<file path="src/pkg/fsr_defs.svh">
`ifndef FSR_DEFS_SVH
`define FSR_DEFS_SVH

// register offsets (index on the serial register port)
`define FSR_VRES_OFFSET        8'h1b
`define FSR_FCFG_OFFSET        8'h1c
`define FSR_VRES_RESET         16'h0000
`define FSR_FCFG_RESET         16'h0000
// writable bits of the fuse configuration register
`define FSR_FCFG_WMASK         16'hc7ff
// field positions
`define FSR_VCODE_LSB          0
`define FSR_VFRESH_BIT         10
`define FSR_NOM_LSB            0
`define FSR_TRIP_LSB           3
`define FSR_DCUR_LSB           7
`define FSR_DTMR_LSB           9
`define FSR_COOL_LSB           14
// timing figures: clock in megahertz, delays in microseconds, cool-downs in milliseconds
`define FSR_CLK_MHZ            200
`define FSR_DLY0_US            200
`define FSR_DLY1_US            400
`define FSR_DLY2_US            1000
`define FSR_DLY3_US            2000
`define FSR_COOL1_MS           800
`define FSR_COOL2_MS           2000
`define FSR_COOL3_MS           4000

`endif

</file>
<file path="src/pkg/fsr_pkg.sv">
package fsr_pkg;

    // register access request from the serial port decoder
    typedef struct packed {
        logic        wr;
        logic        rd;
        logic [7:0]  addr;
        logic [15:0] wdata;
    } fsr_req_t;

    // decoded fuse configuration
    typedef struct packed {
        logic [1:0] cooldown;
        logic [1:0] dly_timer;
        logic [1:0] dly_current;
        logic [3:0] trip_level;
        logic [2:0] nominal;
    } fsr_cfg_t;

    typedef enum logic [2:0] {
        FSR_ON      = 3'b001,
        FSR_COOLING = 3'b010,
        FSR_LATCHED = 3'b100
    } fsr_state_t;

endpackage

</file>
<file path="src/core/fsr_regs.sv">
`timescale 1ns/1ps
`include "fsr_defs.svh"

// --------------------------------------------------------------------
// --------------------------------------------------------------------
module fsr_regs import fsr_pkg::*; #(
    parameter int COOL1_MS = `FSR_COOL1_MS,
    parameter int COOL2_MS = `FSR_COOL2_MS,
    parameter int COOL3_MS = `FSR_COOL3_MS
) (
    input  wire logic        core_clk,      // device clock, 200 MHz
    input  wire logic        rstn,          // sync reset, active low
    input  wire fsr_req_t    req,           // one-cycle register access
    output logic [15:0]      rdata,         // read data, valid cycle after rd
    input  wire logic        conv_valid,    // new voltage conversion pulse
    input  wire logic [9:0]  conv_code,     // voltage conversion result
    input  wire logic        over_current,  // current above selected threshold
    input  wire logic        fuse_trip,     // energy above selected trip level
    input  wire logic        restart,       // software re-enables the channel
    output fsr_cfg_t         cfg,           // fields to the analog trim
    output logic             channel_on,    // channel allowed to conduct
    output logic             fuse_off       // pulse on every fuse shutdown
);
    localparam int     CW      = 30;
    localparam longint CPU     = `FSR_CLK_MHZ;       // cycles per microsecond
    localparam longint CW_SPAN = longint'(1) << CW;  // first count the timers cannot hold

    // -----------------------------------------------------------------
    // elaboration checks
    // -----------------------------------------------------------------
    // a zero cool-down would retry at once and defeat the wire protection,
    // and one longer than the timers can count would wrap to a short wait
    if (COOL1_MS < 1 || COOL2_MS < 1 || COOL3_MS < 1) begin : g_cool_zero
        $error("fsr_regs: cool-down must be at least one millisecond");
    end
    if (longint'(COOL1_MS) * 1000 * CPU >= CW_SPAN) begin : g_cool1_wide
        $error("fsr_regs: first cool-down too long for the timer");
    end
    if (longint'(COOL2_MS) * 1000 * CPU >= CW_SPAN) begin : g_cool2_wide
        $error("fsr_regs: second cool-down too long for the timer");
    end
    if (longint'(COOL3_MS) * 1000 * CPU >= CW_SPAN) begin : g_cool3_wide
        $error("fsr_regs: third cool-down too long for the timer");
    end
    if (longint'(`FSR_DLY3_US) * CPU >= CW_SPAN) begin : g_dly_wide
        $error("fsr_regs: delayed turn-off too long for the timer");
    end

    // -----------------------------------------------------------------
    // register storage
    // -----------------------------------------------------------------
    // every access is a one-cycle strobe from the serial port decoder; reads
    // answer a cycle later, and only a read of the result register has a side
    // effect, which is to retire the fresh flag
    logic [9:0]  vcode_reg;
    logic        vfresh_reg;
    logic [15:0] fcfg_reg;
    logic [15:0] fcfg_next;
    logic        rd_vres;

    assign rd_vres   = req.rd && (req.addr == `FSR_VRES_OFFSET);
    assign fcfg_next = req.wdata & `FSR_FCFG_WMASK;

    // latest conversion code
    always_ff @(posedge core_clk) begin
        if (!rstn) vcode_reg <= 10'(`FSR_VRES_RESET);
        else if (conv_valid) vcode_reg <= conv_code;
    end

    // fresh flag: a conversion arriving with the read wins so it is not lost;
    // that read still returns the older code with the older flag
    always_ff @(posedge core_clk) begin
        if (!rstn) vfresh_reg <= 1'h0;
        else if (conv_valid) vfresh_reg <= 1'h1;
        else if (rd_vres) vfresh_reg <= 1'h0;
    end

    // fuse configuration, reserved bits 13-11 never stored
    always_ff @(posedge core_clk) begin
        if (!rstn) fcfg_reg <= `FSR_FCFG_RESET;
        else if (req.wr && req.addr == `FSR_FCFG_OFFSET) fcfg_reg <= fcfg_next;
    end

    // read mux; unmapped addresses read zero, reserved bits zero
    always_ff @(posedge core_clk) begin
        if (!rstn) rdata <= 16'h0000;
        else if (!req.rd) rdata <= 16'h0000;
        else if (req.addr == `FSR_VRES_OFFSET) rdata <= {5'h00, vfresh_reg, vcode_reg};
        else if (req.addr == `FSR_FCFG_OFFSET) rdata <= fcfg_reg;
        else rdata <= 16'h0000;
    end

    // field decode drives the threshold and trip level selections
    always_ff @(posedge core_clk) begin
        if (!rstn) begin
            cfg <= '0;
        end else begin
            cfg.cooldown    <= fcfg_reg[`FSR_COOL_LSB +: 2];
            cfg.dly_timer   <= fcfg_reg[`FSR_DTMR_LSB +: 2];
            cfg.dly_current <= fcfg_reg[`FSR_DCUR_LSB +: 2];
            cfg.trip_level  <= fcfg_reg[`FSR_TRIP_LSB +: 4];
            cfg.nominal     <= fcfg_reg[`FSR_NOM_LSB +: 3];
        end
    end

    // -----------------------------------------------------------------
    // timing selections in cycles
    // -----------------------------------------------------------------
    logic [CW-1:0] dly_cycles;
    logic [CW-1:0] cool_cycles;
    logic [1:0]    cool_code;

    // cool-down code shared by the wait selection and the latch decision
    assign cool_code = fcfg_reg[`FSR_COOL_LSB +: 2];

    // delayed turn-off time chosen by the timer field
    always_comb begin
        case (fcfg_reg[`FSR_DTMR_LSB +: 2])
            2'h0:    dly_cycles = CW'(`FSR_DLY0_US * CPU);
            2'h1:    dly_cycles = CW'(`FSR_DLY1_US * CPU);
            2'h2:    dly_cycles = CW'(`FSR_DLY2_US * CPU);
            default: dly_cycles = CW'(`FSR_DLY3_US * CPU);
        endcase
    end

    // cool-down wait; code zero loads the third wait, which the latched state clears a cycle later
    always_comb begin
        case (cool_code)
            2'h1:    cool_cycles = CW'(longint'(COOL1_MS) * 1000 * CPU);
            2'h2:    cool_cycles = CW'(longint'(COOL2_MS) * 1000 * CPU);
            default: cool_cycles = CW'(longint'(COOL3_MS) * 1000 * CPU);
        endcase
    end

    // -----------------------------------------------------------------
    // protection state machine
    // -----------------------------------------------------------------
    fsr_state_t state_reg;
    logic       oc_reg;
    logic       dly_run;
    logic       dly_done;
    logic       cool_done;
    logic       trip_now;

    // the delay window only runs while the channel may conduct
    assign dly_run = over_current && (state_reg == FSR_ON);

    // start of a window restarts the delay timer; a retry into a still present
    // over-current opens a fresh window, otherwise the channel would stay on for good
    always_ff @(posedge core_clk) begin
        if (!rstn) oc_reg <= 1'h0;
        else oc_reg <= dly_run;
    end

    fsr_timer #(.CW(CW)) u_dly (
        .core_clk (core_clk),
        .rstn     (rstn),
        .load     (dly_run && !oc_reg),
        .run      (dly_run),
        .count    (dly_cycles),
        .done     (dly_done)
    );

    fsr_timer #(.CW(CW)) u_cool (
        .core_clk (core_clk),
        .rstn     (rstn),
        .load     (trip_now),
        .run      (state_reg == FSR_COOLING || trip_now),
        .count    (cool_cycles),
        .done     (cool_done)
    );

    assign trip_now = (state_reg == FSR_ON) && (dly_done || fuse_trip);

    // shutdown leads either to timed retry or to a latched off state
    always_ff @(posedge core_clk) begin
        if (!rstn) begin
            state_reg <= FSR_ON;
        end else begin
            case (state_reg)
                FSR_ON: begin
                    if (trip_now) begin
                        if (cool_code == 2'h0) state_reg <= FSR_LATCHED;
                        else state_reg <= FSR_COOLING;
                    end
                end
                FSR_COOLING: begin
                    if (cool_done || restart) state_reg <= FSR_ON;
                end
                FSR_LATCHED: begin
                    if (restart) state_reg <= FSR_ON;
                end
                default: state_reg <= FSR_ON;
            endcase
        end
    end

    // channel enable drops on the same edge that reports the shutdown
    always_ff @(posedge core_clk) begin
        if (!rstn) channel_on <= 1'h0;
        else channel_on <= (state_reg == FSR_ON) && !trip_now;
    end

    // one pulse per shutdown: the state leaves FSR_ON on that edge, so it cannot repeat
    always_ff @(posedge core_clk) begin
        if (!rstn) fuse_off <= 1'h0;
        else fuse_off <= trip_now;
    end
endmodule

</file>
<file path="src/core/fsr_timer.sv">
`timescale 1ns/1ps
`include "fsr_defs.svh"

// down counter: loads a cycle count, pulses done as it steps from one to zero
module fsr_timer import fsr_pkg::*; #(
    parameter int CW = 30
) (
    input  wire logic          core_clk,  // device clock
    input  wire logic          rstn,      // sync reset, active low
    input  wire logic          load,      // restart counting
    input  wire logic          run,       // keep counting, else clear
    input  wire logic [CW-1:0] count,     // cycles to count
    output logic               done       // one-cycle pulse at expiry
);
    // counters narrower than 24 bits are refused; the shortest protection window, 40000 cycles, fits in 16 bits
    if (CW < 24) begin : g_cw_narrow
        $error("fsr_timer: counter too narrow");
    end

    logic [CW-1:0] cnt_reg;

    // counter stops at zero so done fires exactly once per load
    always_ff @(posedge core_clk) begin
        if (!rstn || !run) begin
            cnt_reg <= '0;
            done    <= 1'h0;
        end else if (load) begin
            cnt_reg <= count;
            done    <= 1'h0;
        end else begin
            done    <= (cnt_reg == CW'(1));
            if (cnt_reg != '0) cnt_reg <= cnt_reg - CW'(1);
        end
    end
endmodule

</file>
<file path="config.mk">
export PLATFORM = sky130hd
export DESIGN_NAME = fsr_regs
export DESIGN_NICKNAME = d
export VERILOG_FILES = /design/src/pkg/fsr_pkg.sv /design/src/core/fsr_regs.sv /design/src/core/fsr_timer.sv
export VERILOG_INCLUDE_DIRS = /design/src /design/src/pkg
export SDC_FILE = /design/constraint.sdc
export NUM_CORES = 1
export LEC_CHECK = 0
export BUFFER_PORTS_ARGS = -buffer_cell sky130_fd_sc_hd__clkbuf_2
export CORE_MARGIN = 1
export CORE_UTILIZATION = 45
export DETAILED_ROUTE_END_ITERATION = 7
export PLACE_DENSITY = 0.65
export REMOVE_ABC_BUFFERS = 1
export SYNTH_ARGS = -nofsm -noshare
export SYNTH_HDL_FRONTEND = slang
export SYNTH_SLANG_ARGS = --single-unit
</file>
<file path="constraint.sdc">
create_clock -name core_clk -period 6.2 [get_ports core_clk]
set_clock_uncertainty 0.1 [all_clocks]
set_input_delay 0.62 -clock core_clk [delete_from_list [all_inputs] [get_ports core_clk]]
set_output_delay 0.62 -clock core_clk [all_outputs]
set_load 0.01 [all_outputs]
</file>
==> reports/metrics.yaml <==
avgSynthCellArea_sq_um: 9.40
drtPass1Iterations: 4
r2r-end: "u_dly.cnt_reg[5]"
synth_top_cell_area_share_pct: 45.3
ys_types: 55
p_leak_nw: 2.73
whs_ns: 0.291
finalCriticalPeriod_ns: 3.03
tritoncts: "yes"
p_seq_share_pct: 34.3
synth_largest_area_cell: "dfxtp_1"
drc: 0
pin_count: 73
synth_simple_gate_area_share_pct: 25.6
grt_max_degree: 44
synthTopCellsByArea: "dfxtp_1, mux2i_1, xnor2_1, nor2_1, xor2_1"
synth-main-ff-cell: "dfxtp_1"
postCtsSetupRepairBufs: 0
routedWlPerCell_um: 14.5
tightest_slew_ns: 1.10
grt_util_all_layers_pct: 21.0
grt_overflow_total: 0
p_int_mw: 1.69
hold_class: "primary input to flip-flop"
yosys-top-cells-count: "dfxtp_1, nor2_1, a21oi_1, nor2b_1, xnor2_1"
clk_pin_slew_ns: 0.06
routed_via_density: 5.34
combPwrFrac_pct: 21.7
r2r_slack_ns: 3.17
drv_cap: 0
synth_area_sq_um: 5220
die_x_um: 110
p_per_area_nw_per_um2: 380
tns_ns: 0
crit_arrival_ns: 3.21
synthArstFlopShare_pct: 0
synthXorXnorAreaFrac_pct: 8.06
cp_top_family: "simple AND/OR/NAND/NOR gates"
nets: 676
slowest_delay_ns: 0.71
initial_core_util_pct: 47.1
endpoint_kind: "flip-flop"
dp_hpwl_mm: 7.73
portBuffers: 66
critical_path_class: "flip-flop to flip-flop"
cts.sinks: 118
synth_edf_count: 0
swShare_pct: 29.1
fmax_mhz: 330
required_ns: 6.38
synth_top_family_by_area: "simple AND/OR/NAND/NOR gates"
outcome: "finished, final reports clean"
cts_buffers: 17
clockBufferDepth: 2
drt_iter0_drc: 170
synth_adder_area_share_pct: 3.36
cp_max_fo: 14
vias: 4127
muxShareOfSynthArea_pct: 4.80
pwr-share-clk_pct: 44.0
synth_compound_area_share_pct: 10.2
power_switching_mw: 0.695
postSynthCellCount: 555
finalMaxSlewViolations: 0
core-area_sq_um: 11100
totalWireLength_mm: 11.2
start_kind: "flip-flop"
ir_drop_v: 0.000196
ys_ff_latch: 118
die_y_um: 110
area_growth_pct: 20.2
post-route-util_pct: 56.6
crit_chain: "inv_1, ha_1, nor4b_1, and4_1, nand3_1, nor2_1, or3_1, a21oi_1"
path_buf_inv: 1
r2r_start: "u_dly.cnt_reg[0]"
cts_resized: 0
ant_nets: 0
clk_latency_ns: 0.42
yosys_warnings: 0
drive_gt1_share_pct: 17.1
holdPathStages: 2
hold_start: "fuse_trip"
h-tree-depth: 4
setup_viol_count_final: 0
root_buffer: "clkbuf_16"
ctsHoldBuffers: 0
rsz0062_at_grt: "false"
grt_pass1_vias: 4048
gp_congestion: 0.815
core.rowCount: 38
yosysMostFrequentCell: "dfxtp_1"
hold_violations: 0
cp_slowest_cell: "nor4b_1"
antenna_cells: 0
antenna_found_initial: 0
relSlewSlack_pct: 26.2
reg2reg_depth: 8
grt_first_pass_wirelength_mm: 19.1
period_share_pct: 48.9
synth_seq_area_share_pct: 45.3
die_area_sq_um: 12000
min_to: "channel_on"
-- cell type report --
cell class | count | area [sq um]
Tap cell | 140 | 175
Clock buffer | 18 | 439
Clock inverter | 14 | 199
Sequential cell | 118 | 2360
Multi-Input combinational cell | 407 | 2720
Fill cell | 1009 | 4810
Inverter | 9 | 33.8
Timing Repair Buffer | 67 | 338
-- metal layers --
layer	global-route usage [%]	vias to the layer above	wire length [um]
met3	7.94	15	711
met2	31.4	89	5000
met5	0	-	0
li1	-	2095	-
met1	26.6	1928	5310
met4	9.71	0	194
-- power by group through the flow --
stage               logic (mW)  clock network [mW]  registers (mW)
floorplan                0.409                   0           0.828
global placement         0.504                   0           0.832
detailed placement       0.509                   0           0.833
CTS                      0.516                1.07           0.817
global route             0.578                1.10           0.822
finish                   0.518                1.05           0.818
-- layout by cell type (no fill, tap or decap), types with 8 or more instances in the layout --
cell         n
ha_1        14
dfxtp_1    118
a21oi_1     27
clkbuf_2    66
nor2b_1     27
nor2_1      58
clkbuf_16   17
nand3_1     16
nor4_1      17
a211oi_1     9
or3_1       11
nor3_1      24
and2_1      18
a22o_1      11
inv_1        8
mux2i_1     25
nand2_1     23
xor2_1      22
xnor2_1     26
-- kinds of logic (layout without fill, tap and decap cells) --
family          after synthesis  in the layout
fa+ha+maj                    14             14
simple gates                238            238
buf+inv                      32            108
xor+xnor                     48             48
compound gates               79             79
mux                          25             25
other cells                   1              3
flops                       118            118
-- through the flow --
stage / power [mW] / worst slack, ns / std cells / cell area, sq um
after CTS: 2.40 / 3.18 / 773 / 6270
after global placement: 1.34 / 3.07 / 741 / 5630
after floorplan: 1.24 / 3.80 / 534 / 5120
after detailed placement: 1.34 / 2.98 / 741 / 5630
after global routing: 2.50 / 2.81 / 773 / 6270
final: 2.39 / 3.17 / 773 / 6270
-- how the worst max path moves through the flow --
stage,start,end,slack (ns),depth (start not counted)
after floorplan,u_dly.cnt_reg[0],u_dly.cnt_reg[2],3.80,8
after global placement,rstn,u_cool.cnt_reg[15],3.07,5
after detailed placement,rstn,u_cool.cnt_reg[25],2.98,6
after CTS,u_dly.cnt_reg[0],u_dly.cnt_reg[5],3.18,8
after global routing,u_dly.cnt_reg[1],u_dly.cnt_reg[5],2.81,8
final,u_dly.cnt_reg[0],u_dly.cnt_reg[5],3.17,8
(Power assumes the default switching activity.)
